## src/hdl/etm_pkg.sv

```systemverilog
// Constants for the compare match timer: register offsets, fields, modes.
// Assumes an 8-bit register port with a 4-bit word address.
package etm_pkg;
	localparam int AW = 4;
	localparam int DW = 8;
	localparam int CW = 16;
	localparam logic [AW-1:0] OFS_CTL1 = 4'h0;
	localparam logic [AW-1:0] OFS_CTL2 = 4'h1;
	localparam logic [AW-1:0] OFS_PRD = 4'h2;
	localparam logic [AW-1:0] OFS_CMPA_L = 4'h3;
	localparam logic [AW-1:0] OFS_CMPA_H = 4'h4;
	localparam logic [AW-1:0] OFS_CMPB_L = 4'h5;
	localparam logic [AW-1:0] OFS_CMPB_H = 4'h6;
	localparam logic [AW-1:0] OFS_RUN = 4'h7;
	localparam logic [AW-1:0] OFS_CNT_L = 4'h8;
	localparam logic [AW-1:0] OFS_CNT_H = 4'h9;
	localparam logic [AW-1:0] OFS_STAT = 4'hA;
	localparam logic [AW-1:0] OFS_MASK = 4'hB;
	localparam logic [AW-1:0] OFS_ALIGN = 4'hC;
	localparam logic [DW-1:0] RST_BYTE = 8'h00;
	localparam logic [CW-1:0] CNT_MAX = 16'hFFFF;
	localparam logic [7:0] PRD_LOW = 8'h00;
	// Control byte fields; mode, function, level and invert are shared by both channel control registers
	localparam int F_MODE = 6;
	localparam int F_FUNC = 4;
	localparam int F_LVL = 3;
	localparam int F_INV = 2;
	localparam int F_DIR = 1;
	localparam int F_CLR = 0;
	localparam int F_ALN = 0;
	// Status and mask bit positions
	localparam int S_A = 0;
	localparam int S_B = 1;
	localparam int S_P = 2;
	typedef enum logic [1:0] {MODE_CMP, MODE_CAP, MODE_PWM, MODE_TC} etm_mode_t;
	typedef enum logic [1:0] {FN_HOLD, FN_LOW, FN_HIGH, FN_TOG} etm_func_t;
	typedef enum logic [1:0] {AL_EDGE, AL_UP, AL_DOWN, AL_BOTH} etm_align_t;
endpackage

```

## src/hdl/etm_cnt_if.sv

```systemverilog
// Link between the register block and the counter/comparator core.
// Assumes both ends run on the same clock.
`timescale 1ns/1ps
interface etm_cnt_if;
	logic run;
	logic clr_sel;
	logic [7:0] period;
	logic [15:0] cmp_a;
	logic [15:0] cmp_b;
	logic [15:0] cnt;
	logic hit_a;
	logic hit_b;
	logic hit_p;
	logic prd_hit;
	modport core (input run, clr_sel, period, cmp_a, cmp_b,
		output cnt, hit_a, hit_b, hit_p, prd_hit);
	modport ctl (output run, clr_sel, period, cmp_a, cmp_b,
		input cnt, hit_a, hit_b, hit_p, prd_hit);
endinterface

```

## src/hdl/etm_top.sv

```systemverilog
// Compare match timer: register port, flags, interrupt, two output pins.
// Assumes a synchronous register master on i_clk (100 MHz).
// Contract
// [RQ1] Level select sets pin before first match
// [RQ2] Invert bit inverts channel B pin
// [RQ3] Timer/counter mode ignores level and invert
// [RQ4] Alignment field: edge, up, down, both
// [RQ5] Period compares upper counter byte only
// [RQ6] Zero period runs to overflow
// [RQ7] Period match clears only when select low
// [RQ8] Software sets both channel modes equal
// [RQ9] Both modes zero selects compare output
// [RQ10] Select low: period clear, A and P flags
// [RQ11] Select high: A clears, no P flag
// [RQ12] Pins change only on A/B matches
// [RQ13] Each pin follows its own function field
// [RQ14] Run rising edge loads initial pin levels
// [RQ15] Function zero leaves pin unchanged
// [RQ16] All mode bits high: no pin driven
// [RQ17] Function codes: hold, low, high, toggle
// [RQ18] Clear select: 0 period, 1 comparator A
// [RQ19] 16-bit counter, full 16-bit comparators A/B
//
// The address-and-strobe port and the register addresses were left to the implementer.
`timescale 1ns/1ps
module etm_top
	import etm_pkg::*;
(
	// Clock and reset
	input wire logic i_clk,
	input wire logic i_rstn,
	// Register port
	input wire logic [AW-1:0] i_addr,
	input wire logic [DW-1:0] i_wdata,
	input wire logic i_wr,
	input wire logic i_rd,
	output logic [DW-1:0] o_rdata,
	// Interrupt
	output logic o_irq,
	// Output pins
	output logic o_pin_a,
	output logic o_pin_a_oe_n,
	output logic o_pin_b,
	output logic o_pin_b_oe_n
);
	function automatic etm_mode_t mode_of(input logic [DW-1:0] ctl);
		return etm_mode_t'(ctl[F_MODE +: 2]);
	endfunction

	function automatic logic [3:0] align_dec(input logic [1:0] f);
		etm_align_t a;
		a = etm_align_t'(f);
		case (a) // [RQ4]
			AL_EDGE: align_dec = 4'h1;
			AL_UP: align_dec = 4'h2;
			AL_DOWN: align_dec = 4'h4;
			AL_BOTH: align_dec = 4'h6;
			default: align_dec = 4'h0;
		endcase
	endfunction

	etm_cnt_if lnk ();

	logic [DW-1:0] ctl1_r;
	logic [DW-1:0] ctl2_r;
	logic [7:0] prd_r;
	logic [CW-1:0] cmpa_r;
	logic [CW-1:0] cmpb_r;
	logic run_r;
	logic run_prev_r;
	logic [2:0] stat_r;
	logic [2:0] stat_nxt;
	logic [2:0] mask_r;
	logic [DW-1:0] rd_val;

	// Address decode
	wire logic wr_ctl1 = i_wr && (i_addr == OFS_CTL1);
	wire logic wr_ctl2 = i_wr && (i_addr == OFS_CTL2);
	wire logic wr_prd = i_wr && (i_addr == OFS_PRD);
	wire logic wr_cal = i_wr && (i_addr == OFS_CMPA_L);
	wire logic wr_cah = i_wr && (i_addr == OFS_CMPA_H);
	wire logic wr_cbl = i_wr && (i_addr == OFS_CMPB_L);
	wire logic wr_cbh = i_wr && (i_addr == OFS_CMPB_H);
	wire logic wr_run = i_wr && (i_addr == OFS_RUN);
	wire logic wr_stat = i_wr && (i_addr == OFS_STAT);
	wire logic wr_mask = i_wr && (i_addr == OFS_MASK);

	// Mode decode; mixed channel modes are left inert
	wire etm_mode_t mode_a = mode_of(ctl1_r);
	wire etm_mode_t mode_b = mode_of(ctl2_r);
	wire logic cmp_mode = (mode_a == MODE_CMP)
		&& (mode_b == MODE_CMP); // [RQ9] [RQ8]
	wire logic tc_mode = (mode_a == MODE_TC)
		&& (mode_b == MODE_TC); // [RQ16] [RQ8]
	wire logic flag_mode = cmp_mode || tc_mode; // [RQ16]
	wire logic run_rise = run_r && !run_prev_r; // [RQ14]
	wire logic [3:0] align_bits = align_dec(ctl2_r[F_ALN +: 2]);

	// Flag sources; setting wins over a same-cycle clear
	wire logic [2:0] ev;
	assign ev[S_A] = flag_mode && lnk.hit_a; // [RQ10] [RQ11]
	assign ev[S_B] = flag_mode && lnk.hit_b;
	assign ev[S_P] = flag_mode && lnk.hit_p; // [RQ10] [RQ11]
	assign stat_nxt = (stat_r & ~(wr_stat ? i_wdata[2:0] : 3'h0)) | ev;

	// Link to counter core
	assign lnk.run = run_r;
	assign lnk.clr_sel = ctl1_r[F_CLR]; // [RQ18]
	assign lnk.period = prd_r; // [RQ5]
	assign lnk.cmp_a = cmpa_r;
	assign lnk.cmp_b = cmpb_r;

	// Read mux; count direction reads as zero (count up only)
	always_comb
	begin
		case (i_addr)
			OFS_CTL1: rd_val = ctl1_r;
			OFS_CTL2: rd_val = ctl2_r;
			OFS_PRD: rd_val = prd_r;
			OFS_CMPA_L: rd_val = cmpa_r[7:0];
			OFS_CMPA_H: rd_val = cmpa_r[15:8];
			OFS_CMPB_L: rd_val = cmpb_r[7:0];
			OFS_CMPB_H: rd_val = cmpb_r[15:8];
			OFS_RUN: rd_val = {7'h00, run_r};
			OFS_CNT_L: rd_val = lnk.cnt[7:0];
			OFS_CNT_H: rd_val = lnk.cnt[15:8];
			OFS_STAT: rd_val = {5'h00, stat_r};
			OFS_MASK: rd_val = {5'h00, mask_r};
			OFS_ALIGN: rd_val = {4'h0, align_bits};
			default: rd_val = RST_BYTE;
		endcase
	end

	etm_counter u_counter (
		.i_clk(i_clk),
		.i_rstn(i_rstn),
		.lnk(lnk.core)
	);

	always_ff @(posedge i_clk or negedge i_rstn)
	begin
		if (!i_rstn)
		begin
			ctl1_r <= RST_BYTE;
			ctl2_r <= RST_BYTE;
			prd_r <= RST_BYTE;
		end
		else
		begin
			if (wr_ctl1)
				ctl1_r <= i_wdata & ~(8'h01 << F_DIR);
			if (wr_ctl2)
				ctl2_r <= i_wdata;
			if (wr_prd)
				prd_r <= i_wdata;
		end
	end

	always_ff @(posedge i_clk or negedge i_rstn)
	begin
		if (!i_rstn)
		begin
			cmpa_r <= '0;
			cmpb_r <= '0;
		end
		else
		begin
			if (wr_cal)
				cmpa_r[7:0] <= i_wdata;
			if (wr_cah)
				cmpa_r[15:8] <= i_wdata;
			if (wr_cbl)
				cmpb_r[7:0] <= i_wdata;
			if (wr_cbh)
				cmpb_r[15:8] <= i_wdata;
		end
	end

	always_ff @(posedge i_clk or negedge i_rstn)
	begin
		if (!i_rstn)
		begin
			run_r <= 1'b0;
			run_prev_r <= 1'b0;
			stat_r <= 3'h0;
			mask_r <= 3'h0;
		end
		else
		begin
			if (wr_run)
				run_r <= i_wdata[0];
			run_prev_r <= run_r;
			stat_r <= stat_nxt;
			if (wr_mask)
				mask_r <= i_wdata[2:0];
		end
	end

	always_ff @(posedge i_clk or negedge i_rstn)
	begin
		if (!i_rstn)
		begin
			o_rdata <= RST_BYTE;
			o_irq <= 1'b0;
		end
		else
		begin
			o_rdata <= i_rd ? rd_val : RST_BYTE;
			o_irq <= |(stat_nxt & mask_r);
		end
	end

	// Pin channels: A uses control one, B control two
	wire logic [1:0] p_lvl = {ctl2_r[F_LVL], ctl1_r[F_LVL]};
	wire logic [1:0] p_inv = {ctl2_r[F_INV], ctl1_r[F_INV]};
	wire logic [1:0] p_hit = {lnk.hit_b, lnk.hit_a}; // [RQ12]
	wire logic [3:0] p_fn = {ctl2_r[F_FUNC +: 2], ctl1_r[F_FUNC +: 2]};
	wire logic [1:0] p_out;
	wire logic [1:0] p_oe_n;

	genvar g;
	generate
		for (g = 0; g < 2; g++)
		begin : g_pin
			etm_outpin u_pin (
				.i_clk(i_clk),
				.i_rstn(i_rstn),
				.i_load(run_rise),
				.i_level_sel(p_lvl[g]), // [RQ1]
				.i_match(p_hit[g]), // [RQ13]
				.i_func(p_fn[2*g +: 2]),
				.i_invert(p_inv[g]), // [RQ2]
				.i_drive(cmp_mode), // [RQ3] [RQ16]
				.o_pin(p_out[g]),
				.o_oe_n(p_oe_n[g])
			);
		end
	endgenerate

	assign o_pin_a = p_out[0];
	assign o_pin_b = p_out[1];
	assign o_pin_a_oe_n = p_oe_n[0];
	assign o_pin_b_oe_n = p_oe_n[1];

	AST_A_FLAG: assert property ( // [RQ10]
		@(posedge i_clk) disable iff (!i_rstn)
		flag_mode && lnk.hit_a |=> stat_r[S_A])
		else $error("comparator A match lost");

	AST_B_FLAG: assert property ( // [RQ16]
		@(posedge i_clk) disable iff (!i_rstn)
		tc_mode && lnk.hit_b |=> stat_r[S_B])
		else $error("comparator B match lost in timer mode");

	AST_NO_FLAG_INERT: assert property ( // [RQ9]
		@(posedge i_clk) disable iff (!i_rstn)
		!flag_mode && !stat_r[S_A] |=> !stat_r[S_A])
		else $error("flag raised outside the flag modes");

	AST_NO_P_SEL1: assert property ( // [RQ11]
		@(posedge i_clk) disable iff (!i_rstn)
		ctl1_r[F_CLR] && !(wr_stat && i_wdata[S_P]) && !stat_r[S_P]
		|=> !stat_r[S_P])
		else $error("period flag raised with clear select high");

	AST_P_FLAG: assert property ( // [RQ10]
		@(posedge i_clk) disable iff (!i_rstn)
		flag_mode && lnk.prd_hit && !ctl1_r[F_CLR] |=> stat_r[S_P])
		else $error("period flag missing");

	AST_PRD_LOW_BYTE: assert property ( // [RQ5]
		@(posedge i_clk) disable iff (!i_rstn)
		lnk.prd_hit && prd_r != PRD_LOW |-> lnk.cnt[7:0] == 8'hFF)
		else $error("period match off the coarse boundary");

	AST_A_CLEAR: assert property ( // [RQ11]
		@(posedge i_clk) disable iff (!i_rstn)
		ctl1_r[F_CLR] && lnk.hit_a |=> lnk.cnt == 16'h0000)
		else $error("comparator A match did not clear counter");

	// Mode must have been steady, or the enable step moves the pin
	AST_P_NO_PIN: assert property ( // [RQ12]
		@(posedge i_clk) disable iff (!i_rstn)
		cmp_mode && $past(cmp_mode) && !lnk.hit_a && !run_rise
		&& $stable(ctl1_r) ##1 cmp_mode |-> $stable(o_pin_a))
		else $error("pin A moved without its own match");

	AST_P_NO_PIN_B: assert property ( // [RQ12]
		@(posedge i_clk) disable iff (!i_rstn)
		cmp_mode && $past(cmp_mode) && !lnk.hit_b && !run_rise
		&& $stable(ctl2_r) ##1 cmp_mode |-> $stable(o_pin_b))
		else $error("pin B moved without its own match");

	AST_OE_CMP: assert property ( // [RQ9]
		@(posedge i_clk) disable iff (!i_rstn)
		cmp_mode |=> !o_pin_a_oe_n && !o_pin_b_oe_n)
		else $error("pin not driven in compare output mode");

	AST_TC_FREE: assert property ( // [RQ16] [RQ3]
		@(posedge i_clk) disable iff (!i_rstn)
		tc_mode
		|=> o_pin_a_oe_n && o_pin_b_oe_n && !o_pin_a && !o_pin_b)
		else $error("pin driven in timer/counter mode");

	AST_A_HIGH: assert property ( // [RQ17]
		@(posedge i_clk) disable iff (!i_rstn)
		cmp_mode && lnk.hit_a && !run_rise && p_fn[1:0] == 2'b10
		|=> o_pin_a == !$past(p_inv[0]))
		else $error("pin A not driven high on match");

	AST_B_LOW: assert property ( // [RQ17] [RQ2]
		@(posedge i_clk) disable iff (!i_rstn)
		cmp_mode && lnk.hit_b && !run_rise && p_fn[3:2] == 2'b01
		|=> o_pin_b == $past(p_inv[1]))
		else $error("pin B not driven low on match");

	AST_B_HIGH: assert property ( // [RQ17] [RQ2]
		@(posedge i_clk) disable iff (!i_rstn)
		cmp_mode && lnk.hit_b && !run_rise && p_fn[3:2] == 2'b10
		|=> o_pin_b == !$past(p_inv[1]))
		else $error("pin B not driven high on match");

	AST_A_TOGGLE: assert property ( // [RQ13]
		@(posedge i_clk) disable iff (!i_rstn)
		cmp_mode && $past(cmp_mode) && lnk.hit_a && !run_rise
		&& p_fn[1:0] == 2'b11 && $stable(ctl1_r)
		|=> o_pin_a != $past(o_pin_a))
		else $error("pin A did not toggle");

	AST_B_TOGGLE: assert property ( // [RQ13]
		@(posedge i_clk) disable iff (!i_rstn)
		cmp_mode && $past(cmp_mode) && lnk.hit_b && !run_rise
		&& p_fn[3:2] == 2'b11 && $stable(ctl2_r)
		|=> o_pin_b != $past(o_pin_b))
		else $error("pin B did not toggle");

	AST_RUN_COUNT: assert property ( // [RQ19]
		@(posedge i_clk) disable iff (!i_rstn)
		run_r && !lnk.hit_a && !lnk.prd_hit && lnk.cnt != CNT_MAX
		|=> lnk.cnt == $past(lnk.cnt) + 16'h0001)
		else $error("counter did not advance");

	AST_OVF: assert property ( // [RQ6]
		@(posedge i_clk) disable iff (!i_rstn)
		run_r && prd_r == PRD_LOW && !ctl1_r[F_CLR] && lnk.cnt == CNT_MAX
		|=> lnk.cnt == 16'h0000)
		else $error("zero period did not wrap at overflow");

	AST_IRQ: assert property (
		@(posedge i_clk) disable iff (!i_rstn)
		ev[S_B] && mask_r[S_B] |=> o_irq)
		else $error("interrupt not raised for unmasked event");

	AST_STAT_W1C: assert property (
		@(posedge i_clk) disable iff (!i_rstn)
		wr_stat && i_wdata[S_A] && !ev[S_A] |=> !stat_r[S_A])
		else $error("status bit not cleared by writing one");

	AST_RD: assert property (
		@(posedge i_clk) disable iff (!i_rstn)
		!i_rd |=> o_rdata == 8'h00)
		else $error("read data outside read cycle");
endmodule // etm_top

```

## src/hdl/etm_counter.sv

```systemverilog
// Counter core: 16-bit up-counter with comparators A, B and coarse P.
// Assumes configuration comes from logic on the same clock.
`timescale 1ns/1ps
module etm_counter
	import etm_pkg::*;
(
	// Clock and reset
	input wire logic i_clk,
	input wire logic i_rstn,
	// Core side of the link
	etm_cnt_if.core lnk
);
	logic [CW-1:0] cnt_r;
	logic [CW-1:0] cnt_nxt;
	wire logic [CW-1:0] cnt_inc = cnt_r + 16'h0001;
	wire logic prd_zero = (lnk.period == PRD_LOW);
	// Coarse match one count early so the period is exactly N x 256
	wire logic prd_eq = prd_zero ? (cnt_r == CNT_MAX)
		: (cnt_inc == {lnk.period, PRD_LOW}); // [RQ5] [RQ6]
	wire logic clear = lnk.clr_sel ? lnk.hit_a : lnk.prd_hit; // [RQ7] [RQ18]

	assign lnk.hit_a = lnk.run && (cnt_r == lnk.cmp_a); // [RQ19]
	assign lnk.hit_b = lnk.run && (cnt_r == lnk.cmp_b); // [RQ19]
	assign lnk.prd_hit = lnk.run && prd_eq;
	assign lnk.hit_p = lnk.prd_hit && !lnk.clr_sel; // [RQ11]
	assign lnk.cnt = cnt_r;
	assign cnt_nxt = !lnk.run ? cnt_r : (clear ? '0 : cnt_inc); // [RQ19]

	always_ff @(posedge i_clk or negedge i_rstn)
	begin
		if (!i_rstn)
			cnt_r <= '0;
		else
			cnt_r <= cnt_nxt;
	end

	AST_PRD_CLEAR: assert property ( // [RQ10]
		@(posedge i_clk) disable iff (!i_rstn)
		lnk.prd_hit && !lnk.clr_sel |=> cnt_r == 16'h0000)
		else $error("period match did not clear the counter");
endmodule // etm_counter

```

## src/hdl/etm_outpin.sv

```systemverilog
// One compare output pin: initial level, match action, polarity.
// Assumes match and load strobes are one-cycle pulses on i_clk.
`timescale 1ns/1ps
module etm_outpin
	import etm_pkg::*;
(
	// Clock and reset
	input wire logic i_clk,
	input wire logic i_rstn,
	// Controls
	input wire logic i_load,
	input wire logic i_level_sel,
	input wire logic i_match,
	input wire logic [1:0] i_func,
	input wire logic i_invert,
	input wire logic i_drive,
	// Pin
	output logic o_pin,
	output logic o_oe_n
);
	logic lvl_r;
	logic lvl_nxt;
	wire etm_func_t fn = etm_func_t'(i_func);
	wire logic act = i_drive && i_match;

	always_comb
	begin
		lvl_nxt = lvl_r;
		if (i_load)
			lvl_nxt = i_level_sel; // [RQ14] [RQ1]
		else if (act)
			case (fn) // [RQ13] [RQ17] [RQ15]
				FN_LOW: lvl_nxt = 1'b0;
				FN_HIGH: lvl_nxt = 1'b1;
				FN_TOG: lvl_nxt = !lvl_r;
				default: lvl_nxt = lvl_r;
			endcase
	end

	always_ff @(posedge i_clk or negedge i_rstn)
	begin
		if (!i_rstn)
		begin
			lvl_r <= 1'b0;
			o_pin <= 1'b0;
			o_oe_n <= 1'b1;
		end
		else
		begin
			lvl_r <= lvl_nxt;
			o_pin <= i_drive ? (lvl_nxt ^ i_invert) : 1'b0; // [RQ2] [RQ3]
			o_oe_n <= !i_drive; // [RQ16]
		end
	end

	// Pin was already driven one cycle back, so no enable step is seen
	AST_HOLD_FUNC: assert property ( // [RQ15]
		@(posedge i_clk) disable iff (!i_rstn)
		i_drive && $past(i_drive) && !i_load && (i_func == 2'b00)
		&& $stable(i_invert) ##1 i_drive |-> $stable(o_pin))
		else $error("pin moved with no-change function");
	AST_LOAD_LEVEL: assert property ( // [RQ14]
		@(posedge i_clk) disable iff (!i_rstn)
		i_load && i_drive
		|=> o_pin == ($past(i_level_sel) ^ $past(i_invert)))
		else $error("pin not loaded with initial level");
endmodule // etm_outpin

```

## config.mk

```make
export PLATFORM = sky130hd
export DESIGN_NAME = etm_top
export DESIGN_NICKNAME = d
export VERILOG_FILES = /design/src/hdl/etm_pkg.sv /design/src/hdl/etm_cnt_if.sv /design/src/hdl/etm_top.sv /design/src/hdl/etm_counter.sv /design/src/hdl/etm_outpin.sv
export SDC_FILE = /design/constraint.sdc
export NUM_CORES = 1
export LEC_CHECK = 0
export ABC_AREA = 1
export BUFFER_PORTS_ARGS = -buffer_cell sky130_fd_sc_hd__buf_2
export CAP_MARGIN = 5
export CORE_ASPECT_RATIO = 1.5
export CORE_MARGIN = 10
export CORE_UTILIZATION = 50
export CTS_CLUSTER_SIZE = 40
export DETAILED_ROUTE_END_ITERATION = 8
export GPL_TIMING_DRIVEN = 0
export PLACE_DENSITY = 0.67
export SLEW_MARGIN = 20
export SYNTH_ARGS = -nofsm -noshare
export SYNTH_HDL_FRONTEND = slang
export SYNTH_SLANG_ARGS = --single-unit
```

## constraint.sdc

```tcl
create_clock -name i_clk -period 2.56 [get_ports i_clk]
set_input_delay 0.384 -clock i_clk [delete_from_list [all_inputs] [get_ports i_clk]]
set_output_delay 0.384 -clock i_clk [all_outputs]
set_load 0.01 [all_outputs]
```

==> flow_metrics.py, run 1 <==
metrics = {
    "setup_path": {
        "cp_max_fo": 10,
        "critPathKind": "flop to flop",
        "arrival_ns": 2.56,
        "end_kind": "flop",
        "cp.required_ns": 2.80,
        "start_kind": "flop",
    },
    "yosys": {
        "syn_inst": 706,
        "syn_area_per_cell_um2": 7.60,
        "ys_seq_area_share_pct": 43.4,
        "ys_warn_count": 0,
        "synth.distinct_cells": 41,
        "syn_nets": 723,
        "synth-edff-count": 0,
        "synth_flop_cell": "dfrtp_1",
        "ys_ff_latch": 93,
        "async_flop_share_pct": 100,
        "syn-cell-area_um2": 5360,
    },
    "grt": {
        "overflow": 0,
        "grt_util_all_layers_pct": 23.4,
        "grt_pass1_vias": 5208,
        "grt_antenna_before_repair": 0,
        "grt_pass1_wl_um": 28000,
        "grt_max_degree": 61,
    },
    "sta": {
        "skew_ns": 0.00690,
        "period_share_pct": 90.8,
        "layout_setup_ws_ns": 0.236,
        "worstMarginPinSlew_ns": 0.835,
        "fin_crit_ns": 2.32,
        "drv_slew": 0,
        "hold_viol": 0,
        "hold_slack_ns": 0.264,
        "max_freq_mhz": 430,
        "setup_viol": 0,
        "max_slew_margin_pct": 44.1,
        "rsz0062_at_grt": "no",
    },
    "layout": {
        "final_layout_size_suffix_gt1_share_pct": 14.2,
        "area_delta_synth_final_pct": 12.6,
        "final_area_um2": 6040,
        "nets": 767,
        "layout.cells.non_filler": 899,
        "finish.utilization_pct": 57.3,
        "antennaDiodeCount": 0,
        "nFillCells": 1022,
    },
    "place": {
        "place_hpwl_um": 13800,
        "port_buffers": 27,
        "dpl_cell_area_um2": 5710,
        "dp_cells": 878,
        "dpl_worst_slack_ns": -0.0113,
        "gp_congestion": 0.963,
    },
    "route": {
        "antenna_left": 0,
        "route.met2.wl_um": 9040,
        "drtIter0Drc": 367,
        "drc": 0,
        "maxUsedRoutingLayer": "met4",
        "wl_met3_um": 830,
        "firstDrtPassIters": 6,
        "wl_met1_um": 6770,
        "viasPerCell": 5.65,
        "post_drt_wl_per_cell_um": 19.6,
        "via_count": 5079,
        "postRouteWirelength_um": 17600,
    },
    "die": {
        "dieArea_um2": 15400,
        "fp.dieH_um": 147,
        "rows": 46,
        "io_pins": 29,
        "initial_core_util_pct": 50.9,
        "dieWidth_um": 105,
        "core_area_um2": 10500,
    },
    "clock_tree": {
        "cts_sinks": 93,
        "clk-insertion-delay-late_ns": 0.35,
        "clockBufferDepth": 2,
        "root_buffer": "clkbuf_16",
        "htreeDepth": 3,
        "cts_buffers": 9,
        "cts_tree": "done",
        "path_clk_slew_ns": 0.07,
    },
    "pwr": {
        "powerDensity_nw_per_um2": 760,
        "power_leakage_nw": 2.77,
        "vdd_drop_max_mv": 0.440,
    },
    "status": {
        "status": "complete, no violations",
    },
    "run": {
        "maxCapViolations": 0,
    },
    "worst_hold_path": {
        "hp-class": "input port to flop",
    },
}
worst max-delay path, cell delays in order, from the launching register on:
cell and delay [ns]:
dfrtp_2 0.42, ha_2 0.20, nand2_2 0.10, nor2_4 0.07
buf_4 0.13, nand2_1 0.09, nand2_1 0.08, nand3_1 0.09
nand2_1 0.07, nor2_2 0.15, nand3_1 0.09, nor2_1 0.11
nand2_1 0.07, nand2_2 0.09, nand2_2 0.07, nand2_4 0.13
buf_8 0.17, o21ai_2 0.06
routing by layer:
metal / GRT usage [%] / vias to the layer above
li1: - / 2399
met1: 26.0 / 2414
met2: 41.5 / 206
met3: 2.89 / 60
met4: 14.2 / 0
met5: 0 / -
cell usage after synthesis, drive strengths merged, types with 4 or more instances:
cell | instances | area share (%)
nand2 | 208 | 15
o21ai | 100 | 10
dfrtp | 92 | 43
inv | 73 | 5.1
nor2 | 60 | 5.1
nand3 | 36 | 3.7
a21oi | 18 | 1.7
nand4 | 16 | 1.9
buf | 13 | 1.9
clkbuf | 13 | 0.91
xor2 | 13 | 2.1
nor3 | 12 | 1.2
a221oi | 9 | 1.5
xnor2 | 9 | 1.5
or2 | 7 | 0.82
a31oi | 4 | 0.47
nor4 | 4 | 0.58
o22ai | 4 | 0.47
per-stage QoR:
step,power (mW),setup TNS (ns)
finish,4.59,0
floorplan,2.82,0
global route,4.85,0
CTS,4.56,0
global placement,3.24,0
detailed placement,3.28,-0.0548
logic make-up after synthesis:
logic type | share of synthesized area (%)
simple gates | 29.0
compound gates | 15.4
flops | 43.4
buf+inv | 7.89
xor+xnor | 4.01
fa+ha+maj | 0.233
worst paths after layout:
kind | startpoint | to | slack [ns] | cells after the start
max | u_counter.lnk.cnt[1] | u_counter.lnk.cnt[11] | 0.24 | 17
min reg2reg | lnk.run | run_prev_r | 0.39 | 0
min | i_rd | o_rdata[2] | 0.26 | 3
max reg2reg | u_counter.lnk.cnt[1] | u_counter.lnk.cnt[11] | 0.24 | 17
min in group asynchronous | i_rstn | u_counter.lnk.cnt[15] | 0.49 | 2
max in group asynchronous | i_rstn | g_pin[0].u_pin.o_oe_n | 1.42 | 3
registers in the layout, indices dropped and copies added, names as in the netlist:
signal,cells
cmpa_r,16
g_pin.u_pin.o_oe_n,1
g_pin.u_pin.o_pin,2
cmpb_r,16
stat_r,3
lnk.run,1
ctl1_r,7
lnk.period,8
ctl2_r,8
o_irq,1
g_pin.u_pin.lvl_r,2
mask_r,3
run_prev_r,1
u_counter.lnk.cnt,16
o_rdata,8
timing repair:
item,in CTS,in global routing
hold endpoints to repair,33,0
buffers inserted,0,4
resized for setup,1,3
setup endpoints to repair,10,18
hold buffers,1,0
pin swaps,0,1
area by class of cell:
cell class                      instances  area [um2]  share of cell area, %
Buffer                                 26         149                   2.47
Clock inverter                          3        20.0                  0.331
Tap cell                              144         180                   2.98
Clock buffer                           13         260                   4.31
Multi-Input combinational cell        514        2620                   43.3
Inverter                               73         274                   4.54
Timing Repair Buffer                   33         209                   3.46
Sequential cell                        93        2330                   38.6
power breakdown:
group / switching [mW] / total [mW] / internal [mW]
clock network: 0.576 / 1.29 / 0.711
registers: 0.277 / 2.04 / 1.77
logic: 0.800 / 1.26 / 0.461
total: 1.65 / 4.59 / 2.94
placed cells by master, fill, tap and decap left out, types with 2 or more instances in the layout:
master / netlist / layout
a21oi_1: 18 / 18
a221oi_1: 9 / 9
a31oi_1: 4 / 4
a41oi_1: 2 / 2
buf_2: 2 / 28
buf_4: 10 / 14
clkbuf_1: 13 / 15
clkbuf_16: 0 / 9
clkbuf_8: 0 / 2
clkinvlp_4: 0 / 2
dfrtp_1: 92 / 90
dfrtp_2: 0 / 2
inv_1: 71 / 71
inv_2: 2 / 2
nand2_1: 197 / 197
nand2_2: 9 / 9
nand2_4: 2 / 2
nand3_1: 32 / 32
nand3_2: 4 / 4
nand3b_1: 2 / 2
nand4_1: 16 / 16
nor2_1: 52 / 51
nor2_2: 2 / 3
nor2_4: 6 / 6
nor3_1: 11 / 11
nor4_1: 3 / 3
o21ai_0: 91 / 91
o21ai_2: 9 / 9
o221ai_1: 2 / 2
o22ai_1: 4 / 4
or2_2: 7 / 7
xnor2_1: 9 / 9
xor2_1: 13 / 13
Power figures use the tool's default switching activity.
==> run 2: changes to the inputs <==
--- a/config.mk
+++ b/config.mk
@@ -8,14 +8,16 @@
 export ABC_AREA = 1
 export BUFFER_PORTS_ARGS = -buffer_cell sky130_fd_sc_hd__buf_2
 export CAP_MARGIN = 5
-export CORE_ASPECT_RATIO = 1.5
+export CORE_ASPECT_RATIO = 1.1
 export CORE_MARGIN = 10
 export CORE_UTILIZATION = 50
 export CTS_CLUSTER_SIZE = 40
 export DETAILED_ROUTE_END_ITERATION = 8
 export GPL_TIMING_DRIVEN = 0
 export PLACE_DENSITY = 0.67
+export RECOVER_POWER = 50
 export SLEW_MARGIN = 20
 export SYNTH_ARGS = -nofsm -noshare
 export SYNTH_HDL_FRONTEND = slang
 export SYNTH_SLANG_ARGS = --single-unit
+export TNS_END_PERCENT = 5
==> run 2 against run 1 <==
Net effect: global-route usage about the same; clock power about the same; die area decreased by 0.53%; sequential power increased by 3%; sequential share of layout area increased by 0.39 points; total power increased by 0.37%; cell area decreased by 0.99%; critical endpoint unchanged.
==> flow_metrics.py, run 2 (synthesis results as in run 1) <==
metrics = {
    "worst_hold_path": {
        "holdPathStages": 3,
        "hp-class": "input port to flop",
        "whs_endpoint": "o_rdata[2]",
        "min_from": "i_rd",
    },
    "layout": {
        "nFillCells": 1051,
        "final_layout_size_suffix_gt1_share_pct": 13.3,
        "seqCellArea_um2": 2330,
        "finish.utilization_pct": 57.3,
        "antennaDiodeCount": 0,
        "layout.cells.non_filler": 894,
        "area_delta_synth_final_pct": 11.5,
        "nets": 763,
        "final_area_um2": 5980,
        "multiInputGateArea_um2": 2620,
        "most-common-layout-cells": "nand2_1 (197), o21ai_0 (91), dfrtp_1 (90), inv_1 (71), nor2_1 (52)",
        "layout_commonest_cell": "nand2_1",
    },
    "sta": {
        "hold_viol": 0,
        "worstMarginPinSlew_ns": 1.09,
        "setup_tns_ns": 0,
        "setup_viol": 0,
        "rsz0062_at_grt": "no",
        "max_freq_mhz": 411,
        "period_share_pct": 95.0,
        "layout_setup_ws_ns": 0.128,
        "fin_crit_ns": 2.43,
        "max_slew_margin_pct": 27.2,
        "drv_slew": 0,
        "skew_ns": 0.00905,
    },
    "place": {
        "port_buffers": 27,
        "dp_cells": 877,
        "gp_congestion": 1.02,
        "dpl_cell_area_um2": 5710,
        "place_hpwl_um": 13600,
        "dpl_worst_slack_ns": 0.0134,
    },
    "clock_tree": {
        "root_buffer": "clkbuf_16",
        "path_clk_slew_ns": 0.07,
        "cts_buffers": 9,
        "htreeDepth": 3,
        "cts_tree": "done",
        "cts_sinks": 93,
        "clk-insertion-delay-late_ns": 0.36,
        "clockBufferDepth": 2,
    },
    "setup_path": {
        "start_kind": "flop",
        "critPathKind": "flop to flop",
        "startpoint": "u_counter.lnk.cnt[1]",
        "cp_max_fo": 10,
        "timing.rr.end": "u_counter.lnk.cnt[11]",
        "reg2reg_depth": 15,
        "cp.required_ns": 2.81,
        "rrSetupSlack_ns": 0.13,
        "end_kind": "flop",
        "arrival_ns": 2.68,
        "rr_startpoint": "u_counter.lnk.cnt[1]",
    },
    "die": {
        "core_area_um2": 10400,
        "fp.dieH_um": 129,
        "initial_core_util_pct": 51.4,
        "dieWidth_um": 119,
        "dieArea_um2": 15300,
        "io_pins": 29,
        "rows": 39,
    },
    "route": {
        "viasPerCell": 5.73,
        "postRouteWirelength_um": 17900,
        "post_drt_wl_per_cell_um": 20.0,
        "wl_met3_um": 1050,
        "antenna_left": 0,
        "via_count": 5123,
        "drc": 0,
        "firstDrtPassIters": 5,
        "route.met2.wl_um": 8100,
        "wl_met1_um": 8020,
        "drtIter0Drc": 607,
        "maxUsedRoutingLayer": "met4",
    },
    "pwr": {
        "powerDensity_nw_per_um2": 771,
        "power_leakage_nw": 2.74,
        "vdd_drop_max_mv": 0.554,
    },
    "run": {
        "maxCapViolations": 0,
    },
    "grt": {
        "overflow": 0,
        "grt_util_all_layers_pct": 23.4,
        "grt_max_degree": 50,
        "grt_pass1_wl_um": 27600,
        "grt_antenna_before_repair": 0,
        "grt_pass1_vias": 4929,
    },
    "status": {
        "status": "complete, no violations",
    },
}
==> run 2: cell count changes in the layout (fill, tap and decap cells not counted), moves of 2 or more <==
cell	change
buf_2	-5
clkbuf_8	-2
buf_4	-4
clkbuf_1	+3
inv_6	+4
clkinvlp_4	-2
==> run 2: repair_timing <==
item                                    in CTS  in global routing
buffers inserted                             0                  0
endpoints found under the setup margin       0                 13
hold buffers                                 1                  0
hold endpoints to repair                    43                  0
resized for setup                            0                  4
==> run 2: through the flow <==
step	hold WS (ns)	power (mW)
finish	0.307	4.61
global route	0.323	4.85
CTS	0.293	4.59
detailed placement	0.336	3.30
global placement	0.358	3.27
floorplan	0.0884	2.82
==> run 2: power breakdown <==
| part | switching (mW) | leakage, nW | internal, mW |
|---|---|---|---|
| registers | 0.341 | 1.19 | 1.76 |
| clock network | 0.627 | 0.143 | 0.676 |
| logic | 0.769 | 1.40 | 0.431 |
| total | 1.74 | 2.74 | 2.87 |
==> run 2: area by class of cell <==
class / count / share of cell area [%]
clock buffer: 9 / 3.77
tap: 143 / 2.99
sequential: 93 / 39.0
timing repair buffer: 29 / 2.45
clock inverter: 7 / 0.942
multi-input combinational: 514 / 43.8
buffer: 26 / 2.49
inverter: 73 / 4.58
==> run 2: critical path: stages, from the launching register on <==
cell	delay, ns
dfrtp_2	0.50
ha_2	0.26
nand2_2	0.09
nor2_4	0.17
nand3_1	0.13
nand3_1	0.10
nand2_1	0.07
nor2_1	0.14
nand3_1	0.12
nor2_1	0.13
nand2_1	0.07
nand2_2	0.11
nand2_2	0.08
nand2_4	0.11
buf_8	0.17
o21ai_2	0.06
==> run 2: worst max path at each step <==
stage | end | slack (ns) | cells after the start
floorplan | u_counter.lnk.cnt[12] | 0.58 | 15
detailed placement | u_counter.lnk.cnt[11] | 0.01 | 9
finish | u_counter.lnk.cnt[11] | 0.13 | 15
global route | u_counter.lnk.cnt[11] | 0.02 | 15
CTS | u_counter.lnk.cnt[11] | 0.005 | 9
global placement | u_counter.lnk.cnt[13] | 0.07 | 9
==> run 2: metal layers <==
layer | GRT usage [%] | up-vias
met1 | 30.6 | 2467
met3 | 3.72 | 48
met5 | 0 | -
met2 | 37.2 | 202
met4 | 11.6 | 0
li1 | - | 2406
